[src/logic/camera_map.svh]
// Offsets, field positions, reset values and timing counts of the camera timer
`ifndef CAMERA_MAP_SVH
`define CAMERA_MAP_SVH
// =====================================================================
// Register map (byte addresses on APB)
`define REG_CTRL 8'h00
`define REG_STATUS 8'h04
`define REG_STAIR 8'h08
`define REG_LINES 8'h0c
`define CTRL_START_BIT 0
`define CTRL_REPEAT_BIT 1
`define CTRL_RESET 32'h0000_0000
// =====================================================================
// Clock and times
`define CLK_MHZ 100
`define CLK_NS3 30
`define LINE_US 250000
`define BLANK_US 12500
`define SAMPLE_NS3 625000
`define SAMPLE_WIDTH_US 26
`define CLAMP_US 50
`define FAST_HALF_US 125
`define LINE_CYC (`LINE_US * `CLK_MHZ)
`define BLANK_CYC (`BLANK_US * `CLK_MHZ)
`define SAMPLE_WIDTH_CYC (`SAMPLE_WIDTH_US * `CLK_MHZ)
`define CLAMP_CYC (`CLAMP_US * `CLK_MHZ)
`define FAST_HALF_CYC (`FAST_HALF_US * `CLK_MHZ)
// =====================================================================
// Sequence lengths in lines (one line per 250 ms)
`define PREPARE_LINES 8
`define EXPOSE_LINES 4
`define DELAY_LINES 20
`define READOUT_LINES 600
`define LAMP_LINES 4
`define TONE_LINES 12
`define STAIR_PRESET 10'h0c8
`endif

[src/logic/camera_pkg.sv]
// Types shared by the camera sequence timer
package camera_pkg;
  typedef enum logic [4:0] {
    PH_HOLD = 5'b00001,
    PH_PREPARE = 5'b00010,
    PH_EXPOSE = 5'b00100,
    PH_DELAY = 5'b01000,
    PH_READOUT = 5'b10000
  } phase_t;
  typedef enum logic [1:0] {
    VSRC_NONE = 2'h0,
    VSRC_TONE = 2'h1,
    VSRC_PHASING = 2'h2,
    VSRC_VIDEO = 2'h3
  } video_src_t;
endpackage

[src/logic/sample_if.sv]
// Link between the sequencer and the sampling pulse generator
`timescale 1ns/1ps
interface sample_if;
  logic gate_en;
  logic line_start;
  logic sample;
  logic clamp_release;
  modport seq (output gate_en, output line_start, input sample, input clamp_release);
  modport gen (input gate_en, input line_start, output sample, output clamp_release);
endinterface

[src/logic/camera_seq_timer.sv]
// Sequence timer, raster timing and phase enables of the slow-scan camera
//
// Overview of operation
// - One 12.5 ms sync pulse per 4-pps line
// - Line: 237.5 ms sweep then 12.5 ms blanking
// - Sweep and blanking run through whole sequence
// - Sync pulses also gate the video switch
// - 4 kHz fast scan only in prepare-expose-delay
// - 10-bit staircase count steps each 250 ms
// - Staircase muted in prepare-expose-delay, 600 steps
// - Staircase count preset to 200 at readout
// - Control grid switch pulses at phase boundaries
// - Target relay driven low only in prepare
// - Flood lamp on 1 s in prepare only
// - Readout sampling pulses 26 us at 4800 pps
// - Sampling pulses blanked during horizontal retrace
// - Sampling pulses grounded in hold and prepare-expose-delay
// - 208-1/3 us period, 1140 samples per line
// - Sample starts 50 us clamp release one-shot
// - Start tone routed first 3 s
// - Then phasing pulses until prepare-expose-delay ends
// - Readout routes camera video only
// - Detector blanked during retrace for DC restore
`timescale 1ns/1ps
`include "camera_map.svh"
module camera_seq_timer #(
  parameter int LINE_CYC = `LINE_CYC,
  parameter int BLANK_CYC = `BLANK_CYC,
  parameter int FAST_HALF_CYC = `FAST_HALF_CYC,
  parameter int SAMPLE_WIDTH = `SAMPLE_WIDTH_CYC,
  parameter int CLAMP_WIDTH = `CLAMP_CYC
) (
  input wire logic mclk,
  input wire logic reset_n,
  input wire logic [7:0] paddr,
  input wire logic psel,
  input wire logic penable,
  input wire logic pwrite,
  input wire logic [31:0] pwdata,
  output logic [31:0] prdata,
  output logic pready,
  output logic pslverr,
  output camera_pkg::phase_t phase,
  output logic hblank,
  output logic video_gate_sync,
  output logic detector_blank,
  output logic fast_scan_en,
  output logic fast_scan_osc,
  output logic [9:0] staircase,
  output logic staircase_en,
  output logic control_grid_pulse,
  output logic target_relay_n,
  output logic flood_lamp_en,
  output camera_pkg::video_src_t video_src,
  output logic sample_pulse,
  output logic clamp_release
);
  import camera_pkg::*;

  sample_if sif ();

  // =====================================================================
  // Line timer, free running so sweep never stops
  logic [24:0] line_cnt;
  logic [24:0] next_line_cnt;
  logic line_tick;
  logic next_hblank;

  always_comb begin
    line_tick = (line_cnt == 25'(LINE_CYC - 1));
    next_line_cnt = line_tick ? 25'h0 : line_cnt + 25'h1;
    next_hblank = (next_line_cnt >= 25'(LINE_CYC - BLANK_CYC));
  end

  always_ff @(posedge mclk or negedge reset_n) begin
    if (!reset_n) begin
      line_cnt <= 25'h0;
      hblank <= 1'b0;
      video_gate_sync <= 1'b0;
      detector_blank <= 1'b0;
    end else begin
      line_cnt <= next_line_cnt;
      hblank <= next_hblank;
      video_gate_sync <= next_hblank;
      detector_blank <= next_hblank;
    end
  end

  // =====================================================================
  // APB slave
  logic start_req;
  logic next_start_req;
  logic repeat_en;
  logic next_repeat_en;
  logic [31:0] next_prdata;
  logic next_pready;
  logic next_pslverr;
  logic wr_ctrl;
  logic start_taken;
  logic [9:0] ph_lines;
  logic [9:0] ped_lines;
  logic [9:0] stair;
  localparam logic [31:0] CTRL_INIT = `CTRL_RESET;

  function automatic logic addr_ok(input logic [7:0] a);
    addr_ok = (a == `REG_CTRL) || (a == `REG_STATUS) || (a == `REG_STAIR) || (a == `REG_LINES);
  endfunction

  always_comb begin
    wr_ctrl = psel && penable && pready && pwrite && (paddr == `REG_CTRL);
    next_pready = psel && !penable;
    next_pslverr = psel && !penable && !addr_ok(paddr);
    next_prdata = prdata;
    if (psel && !penable) begin
      unique case (paddr)
        `REG_CTRL: next_prdata = {30'h0, repeat_en, start_req};
        `REG_STATUS: next_prdata = {27'h0, phase};
        `REG_STAIR: next_prdata = {22'h0, stair};
        `REG_LINES: next_prdata = {6'h0, ped_lines, 6'h0, ph_lines};
        default: next_prdata = 32'h0;
      endcase
    end
    next_repeat_en = wr_ctrl ? pwdata[`CTRL_REPEAT_BIT] : repeat_en;
    // A start written while the pending one is taken stays pending
    next_start_req = start_req;
    if (start_taken) begin
      next_start_req = 1'b0;
    end
    if (wr_ctrl && pwdata[`CTRL_START_BIT]) begin
      next_start_req = 1'b1;
    end
  end

  always_ff @(posedge mclk or negedge reset_n) begin
    if (!reset_n) begin
      prdata <= 32'h0;
      pready <= 1'b0;
      pslverr <= 1'b0;
      start_req <= CTRL_INIT[`CTRL_START_BIT];
      repeat_en <= CTRL_INIT[`CTRL_REPEAT_BIT];
    end else begin
      prdata <= next_prdata;
      pready <= next_pready;
      pslverr <= next_pslverr;
      start_req <= next_start_req;
      repeat_en <= next_repeat_en;
    end
  end

  // =====================================================================
  // Phase sequencer
  phase_t ph;
  phase_t next_ph;
  logic [9:0] next_ph_lines;
  logic [9:0] next_ped_lines;
  logic [9:0] next_stair;
  logic in_ped;
  logic next_in_ped;

  function automatic logic last_line(input logic [9:0] n, input int len);
    last_line = (n == 10'(len - 1));
  endfunction

  always_comb begin
    next_ph = ph;
    next_ph_lines = ph_lines;
    next_ped_lines = ped_lines;
    next_stair = stair;
    start_taken = 1'b0;
    if (line_tick) begin
      next_ph_lines = ph_lines + 10'h1;
      unique case (ph)
        PH_HOLD: begin
          if (start_req || repeat_en) begin
            next_ph = PH_PREPARE;
            start_taken = start_req;
            next_ped_lines = 10'h0;
            next_stair = 10'h0;
          end
        end
        PH_PREPARE: begin
          if (last_line(ph_lines, `PREPARE_LINES)) begin
            next_ph = PH_EXPOSE;
          end
        end
        PH_EXPOSE: begin
          if (last_line(ph_lines, `EXPOSE_LINES)) begin
            next_ph = PH_DELAY;
          end
        end
        PH_DELAY: begin
          if (last_line(ph_lines, `DELAY_LINES)) begin
            next_ph = PH_READOUT;
          end
        end
        PH_READOUT: begin
          if (last_line(ph_lines, `READOUT_LINES)) begin
            next_ph = PH_HOLD;
          end
        end
        default: next_ph = PH_HOLD;
      endcase
      if (ph != PH_HOLD) begin
        next_stair = stair + 10'h1;
      end
      if (ph != PH_HOLD && ph != PH_READOUT) begin
        next_ped_lines = ped_lines + 10'h1;
      end
      if (next_ph != ph) begin
        next_ph_lines = 10'h0;
      end
      if (next_ph == PH_READOUT && ph != PH_READOUT) begin
        next_stair = `STAIR_PRESET;
      end
    end
    next_in_ped = (next_ph == PH_PREPARE) || (next_ph == PH_EXPOSE) || (next_ph == PH_DELAY);
  end

  always_ff @(posedge mclk or negedge reset_n) begin
    if (!reset_n) begin
      ph <= PH_HOLD;
      ph_lines <= 10'h0;
      ped_lines <= 10'h0;
      stair <= 10'h0;
      in_ped <= 1'b0;
    end else begin
      ph <= next_ph;
      ph_lines <= next_ph_lines;
      ped_lines <= next_ped_lines;
      stair <= next_stair;
      in_ped <= next_in_ped;
    end
  end

  // =====================================================================
  // Phase enables, registered from the next phase so they change together
  logic [13:0] fast_cnt;
  logic [13:0] next_fast_cnt;
  logic next_fast_osc;
  video_src_t next_video_src;

  always_comb begin
    next_fast_cnt = 14'h0;
    next_fast_osc = 1'b0;
    if (next_in_ped) begin
      next_fast_cnt = fast_cnt + 14'h1;
      next_fast_osc = fast_scan_osc;
      if (fast_cnt == 14'(FAST_HALF_CYC - 1)) begin
        next_fast_cnt = 14'h0;
        next_fast_osc = !fast_scan_osc;
      end
    end
    next_video_src = VSRC_NONE;
    if (next_ph == PH_READOUT) begin
      next_video_src = VSRC_VIDEO;
    end else if (next_in_ped && next_ped_lines < 10'(`TONE_LINES)) begin
      next_video_src = VSRC_TONE;
    end else if (next_in_ped) begin
      next_video_src = VSRC_PHASING;
    end
  end

  always_ff @(posedge mclk or negedge reset_n) begin
    if (!reset_n) begin
      phase <= PH_HOLD;
      fast_cnt <= 14'h0;
      fast_scan_osc <= 1'b0;
      fast_scan_en <= 1'b0;
      staircase <= 10'h0;
      staircase_en <= 1'b0;
      control_grid_pulse <= 1'b0;
      target_relay_n <= 1'b1;
      flood_lamp_en <= 1'b0;
      video_src <= VSRC_NONE;
    end else begin
      phase <= next_ph;
      fast_cnt <= next_fast_cnt;
      fast_scan_osc <= next_fast_osc;
      fast_scan_en <= next_in_ped;
      staircase <= (next_ph == PH_READOUT) ? next_stair : 10'h0;
      staircase_en <= (next_ph == PH_READOUT);
      control_grid_pulse <= (next_ph != ph);
      target_relay_n <= (next_ph != PH_PREPARE);
      flood_lamp_en <= (next_ph == PH_PREPARE) && (next_ped_lines < 10'(`LAMP_LINES));
      video_src <= next_video_src;
    end
  end

  // =====================================================================
  // Sampling pulses, gated to readout sweep only
  logic gate_en;
  logic line_start;

  always_ff @(posedge mclk or negedge reset_n) begin
    if (!reset_n) begin
      gate_en <= 1'b0;
      line_start <= 1'b0;
    end else begin
      gate_en <= (next_ph == PH_READOUT) && !next_hblank;
      line_start <= line_tick;
    end
  end

  assign sif.gate_en = gate_en;
  assign sif.line_start = line_start;

  sample_pulse_gen #(
    .SAMPLE_WIDTH(SAMPLE_WIDTH),
    .CLAMP_WIDTH(CLAMP_WIDTH)
  ) u_sample (
    .mclk(mclk),
    .reset_n(reset_n),
    .sif(sif.gen)
  );

  assign sample_pulse = sif.sample;
  assign clamp_release = sif.clamp_release;

  // =====================================================================
  // Checks
  logic [24:0] blank_len;
  always_ff @(posedge mclk or negedge reset_n) begin
    if (!reset_n) begin
      blank_len <= 25'h0;
    end else begin
      blank_len <= hblank ? blank_len + 25'h1 : 25'h0;
    end
  end
endmodule

[src/logic/sample_pulse_gen.sv]
// Sampling pulse generator with detector clamp one-shot
`timescale 1ns/1ps
`include "camera_map.svh"
module sample_pulse_gen #(
  parameter int SAMPLE_WIDTH = `SAMPLE_WIDTH_CYC,
  parameter int CLAMP_WIDTH = `CLAMP_CYC
) (
  input wire logic mclk,
  input wire logic reset_n,
  sample_if.gen sif
);
  import camera_pkg::*;
  localparam logic [19:0] PERIOD_NS3 = 20'(`SAMPLE_NS3);
  localparam logic [19:0] STEP_NS3 = 20'(`CLK_NS3);
  logic [19:0] acc;
  logic [19:0] next_acc;
  logic [15:0] width_cnt;
  logic [15:0] next_width_cnt;
  logic [15:0] clamp_cnt;
  logic [15:0] next_clamp_cnt;
  logic sample;
  logic next_sample;
  logic clamp_release;
  logic next_clamp_release;
  logic fire;

  // =====================================================================
  // Pulse timing
  always_comb begin
    next_acc = acc + STEP_NS3;
    next_width_cnt = width_cnt;
    next_sample = sample;
    next_clamp_cnt = clamp_cnt;
    next_clamp_release = clamp_release;
    fire = 1'b0;
    if (sif.line_start || !sif.gate_en) begin
      // Preset so the first pulse of a sweep comes two cycles after it opens
      next_acc = PERIOD_NS3 - STEP_NS3;
    end else if (next_acc >= PERIOD_NS3) begin
      // Every wrap of the fractional period fires, whatever the remainder
      next_acc = next_acc - PERIOD_NS3;
      fire = 1'b1;
    end
    if (!sif.gate_en) begin
      next_sample = 1'b0;
      next_width_cnt = 16'h0;
    end else if (fire) begin
      next_sample = 1'b1;
      next_width_cnt = 16'h1;
    end else if (sample && width_cnt == 16'(SAMPLE_WIDTH)) begin
      next_sample = 1'b0;
    end else if (sample) begin
      next_width_cnt = width_cnt + 16'h1;
    end
    if (next_sample && !sample) begin
      next_clamp_release = 1'b1;
      next_clamp_cnt = 16'h1;
    end else if (clamp_release && clamp_cnt == 16'(CLAMP_WIDTH)) begin
      next_clamp_release = 1'b0;
    end else if (clamp_release) begin
      next_clamp_cnt = clamp_cnt + 16'h1;
    end
  end

  always_ff @(posedge mclk or negedge reset_n) begin
    if (!reset_n) begin
      acc <= 20'h0;
      width_cnt <= 16'h0;
      sample <= 1'b0;
      clamp_cnt <= 16'h0;
      clamp_release <= 1'b0;
    end else begin
      acc <= next_acc;
      width_cnt <= next_width_cnt;
      sample <= next_sample;
      clamp_cnt <= next_clamp_cnt;
      clamp_release <= next_clamp_release;
    end
  end

  assign sif.sample = sample;
  assign sif.clamp_release = clamp_release;

  // =====================================================================
  // Checks
  logic [15:0] hi_len;
  always_ff @(posedge mclk or negedge reset_n) begin
    if (!reset_n) begin
      hi_len <= 16'h0;
    end else begin
      hi_len <= sample ? hi_len + 16'h1 : 16'h0;
    end
  end
endmodule

[config.mk]
export PLATFORM = sky130hd
export DESIGN_NAME = camera_seq_timer
export DESIGN_NICKNAME = d
export VERILOG_FILES = /design/src/logic/camera_pkg.sv /design/src/logic/sample_if.sv /design/src/logic/camera_seq_timer.sv /design/src/logic/sample_pulse_gen.sv
export VERILOG_INCLUDE_DIRS = /design/src /design/src/logic
export SDC_FILE = /design/constraint.sdc
export NUM_CORES = 1
export LEC_CHECK = 0
export ABC_AREA = 1
export BUFFER_PORTS_ARGS = -buffer_cell sky130_fd_sc_hd__buf_2
export CAP_MARGIN = 30
export CORE_MARGIN = 2
export CORE_UTILIZATION = 52
export DETAILED_ROUTE_END_ITERATION = 8
export GPL_TIMING_DRIVEN = 0
export PLACE_DENSITY = 0.86
export SLEW_MARGIN = 5
export SYNTH_ARGS = -nofsm -noshare
export SYNTH_HDL_FRONTEND = slang
export SYNTH_HIERARCHICAL = 1
export SYNTH_SLANG_ARGS = --single-unit
export TNS_END_PERCENT = 100
[constraint.sdc]
create_clock -name mclk -period 2.1 [get_ports mclk]
set_input_delay 0.315 -clock mclk [delete_from_list [all_inputs] [get_ports mclk]]
set_output_delay 0.315 -clock mclk [all_outputs]
set_load 0.005 [all_outputs]
# --- Word level (Yosys, flattened, before mapping) ---
# Index checks and enable logic that the tools add are counted.
totals:
  ff_bits: 185
  input_bits: 45
  output_inout_bits: 62
  elab_cells: 153
op_classes:
  n_addsub: 9
  magnitude_cmp: 4
  eq_ne: 30
  n_mux: 49
  n_reduce_logical: 34
ops:
  columns: ["op", "count"]
  rows:
  - ["two-way mux 16 bit", 7]
  - ["two-way mux 10 bit", 11]
  - ["case mux 26 bit (4 select lines)", 1]
  - ["two-way mux 20 bit", 2]
  - ["two-way mux 5 bit", 7]
  - ["adder 16 x 1 -> 16 bit, second input constant", 2]
  - ["adder 10 x 1 -> 10 bit, second input constant", 3]
  - ["two-way mux 14 bit", 2]
  - ["adder 25 x 1 -> 25 bit, second input constant", 1]
  - ["equality test 25 bit, second input constant", 1]
  - [">= comparator 25 bit, second input constant", 1]
  - ["two-way mux 25 bit", 1]
  - ["case mux 5 bit (5 select lines)", 1]
  - ["adder 20 x 5 -> 20 bit, second input constant", 1]
  - [">= comparator 20 bit, second input constant", 1]
  - ["subtractor 20 bit, second input constant", 1]
  - ["equality test 16 x 12 -> 1 bit, second input constant", 1]
  - ["equality test 16 x 13 -> 1 bit, second input constant", 1]
  - ["equality test 8 x 4 -> 1 bit, second input constant", 2]
  - ["equality test 5 bit, second input constant", 3]
  - ["logical AND 1 bit", 15]
  - ["adder 14 x 1 -> 14 bit, second input constant", 1]
  - ["equality test 14 bit, second input constant", 1]
  - ["two-way mux 1 bit", 14]
  - ["24 further kinds", 45]

# --- Depth between registers and ports, before layout ---
# Gate-level depths: netlist of run 1.
logic_depth:
  ltp_word: 11
  mapped_depth: 19

# --- By module ---
# The synthesis of run 1 kept the hierarchy.
modules_own_cells:
  columns: ["module", "instances", "cells_each", "area_each_um2"]
  rows:
  - ["camera_seq_timer", 1, 920, 6772.7]
  - ["sample_pulse_gen", 1, 539, 3781.1]

# --- Least setup slack after synthesis of run 1 ---
# Ideal clock, no wire load.
synth_path:
  path_kind: "register -> register"
  start: "register u_sample.acc[1]"
  end: "register u_sample.clamp_cnt[13]"
  setup_time_ns: 0.114
  arrival_ns: 2.079
  t_required_ns: 1.986
  setup_slack_ns: -0.093
  stages_incl_launch_ff: 17
  n_path_buf: 1
  cell_sequence: "dfrtp_1 > inv_1 > ha_1 > nand2_2 > nand2_1 > nand2_1 > a21oi_1 > nand2_1 > nand2_1 > nand3_1 > nand2_1 > nand2_1 > nand3_4 > nand4_4 > buf_4 > nand3_1 > inv_1"
synth_between:
  elab_chain_cells: 9
synth_lines:
  columns: ["item", "line_no", "rtl"]
  rows:
  - ["start: declaration", "sample_pulse_gen.sv:15", "logic [19:0] acc;"]
  - ["start signal: assignment", "sample_pulse_gen.sv:73", "acc <= next_acc;"]
  - ["adder 20 x 5 -> 20 bit (*)", "sample_pulse_gen.sv:30", "next_acc = acc + STEP_NS3;"]
  - [">= comparator 20 bit (*)", "sample_pulse_gen.sv:39", "end else if (next_acc >= PERIOD_NS3) begin"]
  - ["two-way mux 1 bit (*)", "sample_pulse_gen.sv:39", null]
  - ["two-way mux 1 bit (*)", "sample_pulse_gen.sv:36", "if (sif.line_start || !sif.gate_en) begin"]
  - ["two-way mux 1 bit (*)", "sample_pulse_gen.sv:47", "end else if (fire) begin"]
  - ["two-way mux 1 bit (*)", "sample_pulse_gen.sv:44", "if (!sif.gate_en) begin"]
  - ["logical AND 1 bit (*)", "sample_pulse_gen.sv:55", "if (next_sample && !sample) begin"]
  - ["inequality test 2 x 1 -> 1 bit (no source line) / nonzero test 2 bit (equally long branches)", null, null]
  - ["AND reduction 2 bit (no source line)", null, null]
  - ["end signal: assignment", "sample_pulse_gen.sv:76", "clamp_cnt <= next_clamp_cnt;"]
  - ["end: declaration", "sample_pulse_gen.sv:19", "logic [15:0] clamp_cnt;"]
# Every way passes the cells marked *; elsewhere a longest branch is shown, timed or not.
# A chain may end at the register's enable or synchronous reset.

# --- Worst setup path in the final report of run 1 ---
layout_path:
  start: "register u_sample.acc[2]"
  end: "register u_sample.acc[10]"
layout_between:
  elab_chain_cells: 4
layout_lines:
  columns: ["item", "line_no", "rtl"]
  rows:
  - ["adder 20 x 5 -> 20 bit (*)", "sample_pulse_gen.sv:30", null]
  - ["subtractor 20 bit / >= comparator 20 bit (equally long branches)", "sample_pulse_gen.sv:41, sample_pulse_gen.sv:39", null]
  - ["two-way mux 20 bit (*)", "sample_pulse_gen.sv:39", null]
  - ["two-way mux 20 bit (*)", "sample_pulse_gen.sv:36", null]
  - ["via u_sample.next_acc[10]", "sample_pulse_gen.sv:16", "logic [19:0] next_acc;"]
# Mark *: on every way through the listed nets, which the timed path passes. The rest lies on a longest branch.

==> impl_metrics.yaml, run 1 <==
synth:
  synth_async_sr_flop_share_pct: 100
  synth_top_area_share_pct: 40.3
  synth_area_per_cell_sq_um: 7.23
  synth-warning-count: 6
  synth_area_leaders: "sky130_fd_sc_hd__dfrtp_1 40%, sky130_fd_sc_hd__nand2_1 14%, sky130_fd_sc_hd__inv_1 7.2%, sky130_fd_sc_hd__nor2_1 5.6%, sky130_fd_sc_hd__nand3_1 5.1%"
  synth_area_leader_cell: "sky130_fd_sc_hd__dfrtp_1"
  dominantRegCellSynth: "sky130_fd_sc_hd__dfrtp_1"
  netlist_area_sq_mm: 0.0106
  synth_enable_flop_cells: 0
  ys_seq_area_share_pct: 40.8
  synthesis.instances: 1459
  yosys_reg_bits: 172
  synth.distinct_cells: 55
floorplan:
  floorplan.initialDensity_pct: 52.5
  fp.dieW_um: 146
  core_area_sq_mm: 0.0201
  num_rows: 52
  floorplan.die_area_sq_mm: 0.0215
  fp.dieH_um: 146
  ios: 107
global_route:
  grt_remaining_overflow: 0
  grt.busiest_layer: "met2"
  number_of_global_route_vias_before_repair: 10200
  wire_length_of_the_first_global_routing_pass_um: 47400
  grt.met1_usage_pct: 34.0
  grt_start_max_net_pins: 119
  use_met3_pct: 4.72
  grt_antenna_before_repair: 0
  met2_usage_in_global_routing_pct: 45.0
  globalRouteTotalUtil_pct: 26.9
worst_setup_path:
  critPathArrivalTime_ps: 2760
  crit_path_end_kind: "flip-flop"
  worst_setup_path_start_kind: "flip-flop"
  maximum_single_stage_delay_on_the_critical_path_ps: 440
  critical-path-slowest-cell: "sky130_fd_sc_hd__dfrtp_1"
  worst-path-max-fanout: 10
  worstSetupPathType: "flip-flop to flip-flop"
  critPathRequiredTime_ps: 2430
  critical_path.most_common_cell: "sky130_fd_sc_hd__nand2_1"
  critical_path.cell_chain: "inv_2 -> ha_4 -> nand2_8 -> nand2_4 -> nand2_1 -> nand2_1 -> inv_1 -> nand2_1 -> nand2_1 -> nand2_2 -> nand2_2 -> nand3_4 -> buf_4 -> a21oi_1 -> nor2_1"
  rr_worst_depth: 15
routing:
  drt-vias-per-instance: 5.92
  route.vias.total: 11300
  routed_wirelength_um: 33000
  detail_route.first_pass.iterations: 7
  detail_route.iter0.violations: 1638
  wl_per_cell_um: 17.3
  route.detailed.drc: 0
  antenna_violating_nets_post_route: 0
layout:
  fillerInstances: 1377
  finalNetCount: 1686
  areaGrowthSynthToFinish_pct: 28.9
  layout_commonest_cell: "sky130_fd_sc_hd__nand2_1"
  post_route_cells_drive_above_1_share_pct: 29.1
  antenna_cells: 0
  mostFrequentLayoutCells: "353 x sky130_fd_sc_hd__nand2_1, 172 x sky130_fd_sc_hd__inv_1, 158 x sky130_fd_sc_hd__dfrtp_1"
  final_cell_count_no_fill: 1913
  final_area_sq_mm: 0.0136
place:
  half_perimeter_wire_length_after_placement_um: 18400
  gp_routability_congestion: 0.957
  place.detailed.instances: 1805
  place_area_sq_mm: 0.0113
  dp_slack_ps: -536
  placement.io_buffers: 64
clock_tree:
  clock_tree.root_cell: "sky130_fd_sc_hd__clkbuf_16"
  cts_tree: "done"
  cts_buffers: 17
  clkSlewWorstSetupHoldPaths_ps: 80
  tritoncts_sink_count: 172
  cts_max_path_buffers: 2
  htree_levels: 4
  clock_insertion_delay_worst_skew_ps: 450
timing:
  slew_headroom_pct: 59.1
  worst_slew_pin_slew_ps: 613
  finalHoldViolCount: 0
  min_period_over_period_pct: 116
  achievable-frequency_ghz: 0.412
  slew_viol_final: 0
  fin_worst_hold_slack_ps: 94.1
  number_of_setup_violations_in_the_final_report: 86
  final_critical_path_setup_slack_ps: -329
  min_period_ps: 2430
  clock-skew-final_ps: 12.8
  grt_setup_unrepaired: "yes"
worst_hold_path:
  min_path_cells: 3
  hold_class: "input port to flip-flop"
power_and_ir_drop:
  peakVddDrop_mv: 0.625
  cellLeakagePower_nw: 6.77
  power.density_cell_area_mw_per_mm2: 502
run_status:
  outcome: "finished, violations left"
  violations: "negative setup slack"
flow_run:
  drv_cap: 0
-- sequential cells by signal, indices dropped and copies added (netlist names), 2 cells and up --
register	cells
u_sample/width_cnt	16
fast_cnt	14
staircase	10
video_src	2
phase	5
line_cnt	25
u_sample/acc	19
prdata	20
ph_lines	10
u_sample/clamp_cnt	16
ped_lines	10
stair	10
-- repair_timing --
item                                    in CTS  in global routing
endpoints found under the hold margin       54                  0
endpoints found under the setup margin     101                 96
hold buffers                                 1                  0
pin swaps                                   39                 54
gates resized for setup                    138                176
buffers inserted                            39                 30
gates cloned                                 7                  1
-- worst paths after layout --
path | end | from | slack (ps)
max | u_sample/acc[10]$_DFF_PN0_ | u_sample/acc[2]$_DFF_PN0_ | -330
min | repeat_en$_DFFE_PN0P_ | pwdata[1] | 90
max reg2reg | u_sample/acc[10]$_DFF_PN0_ | u_sample/acc[2]$_DFF_PN0_ | -330
min reg2reg | u_sample/acc[2]$_DFF_PN0_ | line_start$_DFF_PN0_ | 450
max in group asynchronous | phase[4]$_DFF_PN0_ | reset_n | 780
min in group asynchronous | staircase[8]$_DFF_PN0_ | reset_n | 350
-- critical path, delay by kind of cell (launching register included) --
kind | cells | cell delay, ps
flip-flops | 1 | 440
buffers and inverters | 3 | 410
adder cells (fa/ha/maj) | 1 | 210
AO/OA/AOI/OAI | 1 | 220
AND/OR/NAND/NOR | 10 | 1030
-- stage by stage --
stage	TNS, ps	util [%]	power, mW
5_1_grt	-28070	67.6	7.02
3_3_place_gp	-340430	56.1	3.50
3_5_place_dp	-24760	56.3	3.51
2_1_floorplan	0	-	3.42
4_1_cts	-6040	63.7	6.82
6_report	-19280	67.6	6.83
-- metal layers --
layer | share of wire [%] | vias up
li1 | - | 5020
met1 | 36 | 5198
met2 | 48 | 866
met3 | 9.7 | 241
met4 | 6.0 | 0
met5 | 0 | -
-- cells by family (layout without fill, tap and decap cells) --
kind of cell,count (synthesis),after routing,share of synthesized area (%)
buffers and inverters,262,435,10.6
other,1,12,0.0355
XOR/XNOR,39,39,3.45
AND/OR/NAND/NOR,842,842,36.5
adder cells (fa/ha/maj),11,11,1.30
flip-flops,172,172,40.8
AO/OA/AOI/OAI,132,132,7.26
-- cell type report --
class	count	area, sq um	share of cell area [%]
tap	270	338	2.48
sequential	172	4320	31.8
timing repair buffer	143	1110	8.13
multi-input combinational	1036	6030	44.3
inverter	216	836	6.15
clock buffer	17	425	3.13
clock inverter	15	200	1.47
buffer	44	343	2.52
-- report_power, final --
group          switching, mW  leakage [nW]  internal, mW
registers            0.00124          2.31          3.31
logic                 0.0989          4.15        0.0381
clock network           1.56         0.303          1.82
total                   1.66          6.77          5.17
-- cell usage after synthesis, types with 4 or more instances --
cell                       count
sky130_fd_sc_hd__a21oi_1      27
sky130_fd_sc_hd__buf_2         7
sky130_fd_sc_hd__buf_4        20
sky130_fd_sc_hd__clkbuf_1     12
sky130_fd_sc_hd__dfrtp_1     170
sky130_fd_sc_hd__ha_1         11
sky130_fd_sc_hd__inv_1       203
sky130_fd_sc_hd__inv_2        10
sky130_fd_sc_hd__nand2_1     405
sky130_fd_sc_hd__nand2_2       9
sky130_fd_sc_hd__nand3_1     108
sky130_fd_sc_hd__nand3_2       5
sky130_fd_sc_hd__nand3b_1      4
sky130_fd_sc_hd__nand4_1      71
sky130_fd_sc_hd__nor2_1      158
sky130_fd_sc_hd__nor2_2       23
sky130_fd_sc_hd__nor2_4        6
sky130_fd_sc_hd__nor3_1       24
sky130_fd_sc_hd__nor4_1        8
sky130_fd_sc_hd__o211ai_1      4
sky130_fd_sc_hd__o21ai_0      51
sky130_fd_sc_hd__o21ai_1       8
sky130_fd_sc_hd__o21ai_2       4
sky130_fd_sc_hd__o21bai_1      5
sky130_fd_sc_hd__o22ai_1      16
sky130_fd_sc_hd__o31ai_1       8
sky130_fd_sc_hd__or2_2         6
sky130_fd_sc_hd__xnor2_1       6
sky130_fd_sc_hd__xor2_1       30
(Power assumes the default switching activity.)
==> run 2: changes to the inputs <==
- CAP_MARGIN: 30 -> unset
- CORE_MARGIN: 2 -> unset
- PLACE_DENSITY: 0.86 -> 0.74
==> impl_metrics.yaml, run 2 (synthesis results as in run 1) <==
timing:
  number_of_setup_violations_in_the_final_report: 75
  slew_viol_final: 0
  worst_slew_pin_slew_ps: 658
  fin_worst_hold_slack_ps: 103
  slew_headroom_pct: 56.2
  final_critical_path_setup_slack_ps: -254
  achievable-frequency_ghz: 0.425
  clock-skew-final_ps: 12.7
  grt_setup_unrepaired: "yes"
  min_period_over_period_pct: 112
  finalHoldViolCount: 0
  min_period_ps: 2350
routing:
  antenna_violating_nets_post_route: 0
  detail_route.first_pass.iterations: 5
  drt-vias-per-instance: 5.42
  detail_route.iter0.violations: 938
  routed_wirelength_um: 28700
  route.detailed.drc: 0
  wl_per_cell_um: 15.0
  route.vias.total: 10400
floorplan:
  floorplan.initialDensity_pct: 53.7
  core_area_sq_mm: 0.0197
  num_rows: 51
  fp.dieW_um: 144
  floorplan.die_area_sq_mm: 0.0209
  fp.dieH_um: 144
  ios: 107
place:
  half_perimeter_wire_length_after_placement_um: 18200
  placement.io_buffers: 64
  gp_routability_congestion: 0.926
power_and_ir_drop:
  cellLeakagePower_nw: 6.74
  peakVddDrop_mv: 0.445
  power.density_cell_area_mw_per_mm2: 486
global_route:
  globalRouteTotalUtil_pct: 26.6
  number_of_global_route_vias_before_repair: 9301
  grt_antenna_before_repair: 1
  wire_length_of_the_first_global_routing_pass_um: 43900
  grt_remaining_overflow: 0
  grt_start_max_net_pins: 89
clock_tree:
  clock_tree.root_cell: "sky130_fd_sc_hd__clkbuf_16"
  cts_max_path_buffers: 2
  cts_tree: "done"
  clock_insertion_delay_worst_skew_ps: 440
  clkSlewWorstSetupHoldPaths_ps: 80
  htree_levels: 4
  cts_buffers: 17
  tritoncts_sink_count: 172
layout:
  areaGrowthSynthToFinish_pct: 28.1
  final_core_utilization_pct: 68.8
  max_flop_register: "line_cnt"
  layout_top_registers: "line_cnt x25, prdata x20, u_sample/acc x19"
  largest_register_ff_count: 25
  finalNetCount: 1693
  mostFrequentLayoutCells: "361 x sky130_fd_sc_hd__nand2_1, 179 x sky130_fd_sc_hd__inv_1, 156 x sky130_fd_sc_hd__dfrtp_1"
  layout_commonest_cell: "sky130_fd_sc_hd__nand2_1"
  post_route_cells_drive_above_1_share_pct: 28.2
worst_hold_path:
  hold_class: "input port to flip-flop"
worst_setup_path:
  worst_setup_path_start_kind: "flip-flop"
  crit_path_end_kind: "flip-flop"
  critPathRequiredTime_ps: 2440
  critPathArrivalTime_ps: 2690
  worstSetupPathType: "flip-flop to flip-flop"
  worst-path-max-fanout: 6
flow_run:
  drv_cap: 0
run_status:
  violations: "negative setup slack"
  outcome: "finished, violations left"
run 2: cell type report:
cell class	count	area, sq um
Fill cell	1555	6140
Clock buffer	17	425
Multi-Input combinational cell	1036	5930
Timing Repair Buffer	148	1140
Tap cell	265	332
Buffer	46	390
Antenna cell	1	2.50
Inverter	216	831
Clock inverter	15	141
Sequential cell	172	4320
run 2: stage by stage:
stage               setup WS, ps  std cells  total power [mW]  area, sq um  setup TNS, ps
floorplan                   26.0       1470              3.42        10600              0
global placement           -2000       1799              3.51        11300        -362170
detailed placement          -528       1800              3.52        11300         -26830
CTS                         -163       1866              6.61        12500          -5970
global route                -362       1915              6.77        13500         -20490
finish                      -254       1916              6.57        13500         -11230
run 2: power breakdown:
part | leakage [nW] | internal, mW | switching [mW] | total (mW)
registers | 2.31 | 3.31 | 0.000916 | 3.31
clock network | 0.275 | 1.58 | 1.54 | 3.12
logic | 4.16 | 0.0380 | 0.0964 | 0.134
total | 6.74 | 4.93 | 1.64 | 6.57
run 2: per-layer routing:
metal  share of wire, %  vias up  global-route usage, %
met5                  0        -                      0
met4                2.4        0                   8.03
met3                6.6       76                   4.40
met2                 49      393                   43.7
met1                 42     4884                   35.8
li1                   -     5027                      -
run 2: worst paths after layout:
path | start | endpoint | slack [ps] | cells after the start
min reg2reg | line_start$_DFF_PN0_ | u_sample/acc[2]$_DFF_PN0_ | 470 | 1
max | u_sample/acc[2]$_DFF_PN0_ | u_sample/clamp_cnt[15]$_DFFE_PN0P_ | -250 | 15
max reg2reg | u_sample/acc[2]$_DFF_PN0_ | u_sample/clamp_cnt[15]$_DFFE_PN0P_ | -250 | 15
min | pwdata[1] | repeat_en$_DFFE_PN0P_ | 100 | 3
min in group asynchronous | reset_n | u_sample/clamp_cnt[15]$_DFFE_PN0P_ | 450 | 2
max in group asynchronous | reset_n | phase[1]$_DFF_PN0_ | 750 | 3
run 2: timing repair:
action | in CTS | in global routing
endpoints found under the hold margin | 83 | 0
buffers inserted | 28 | 45
pin swaps | 16 | 63
hold buffers | 1 | 0
endpoints found under the setup margin | 101 | 96
resized for setup | 92 | 183
gates cloned | 5 | 4
run 2: critical path, cell delays in order, from the launching register on:
cell and delay (ps):
sky130_fd_sc_hd__dfrtp_1 410, sky130_fd_sc_hd__inv_2 60, sky130_fd_sc_hd__ha_4 190, sky130_fd_sc_hd__nand2_8 110
sky130_fd_sc_hd__nand2_8 80, sky130_fd_sc_hd__nor2_4 170, sky130_fd_sc_hd__nand3_1 110, sky130_fd_sc_hd__nand2_2 100
sky130_fd_sc_hd__nand2_1 80, sky130_fd_sc_hd__nor2_2 150, sky130_fd_sc_hd__nand3_2 130, sky130_fd_sc_hd__nand3_4 180
sky130_fd_sc_hd__nand4_4 180, sky130_fd_sc_hd__buf_6 210, sky130_fd_sc_hd__nand2_2 60, sky130_fd_sc_hd__inv_2 30
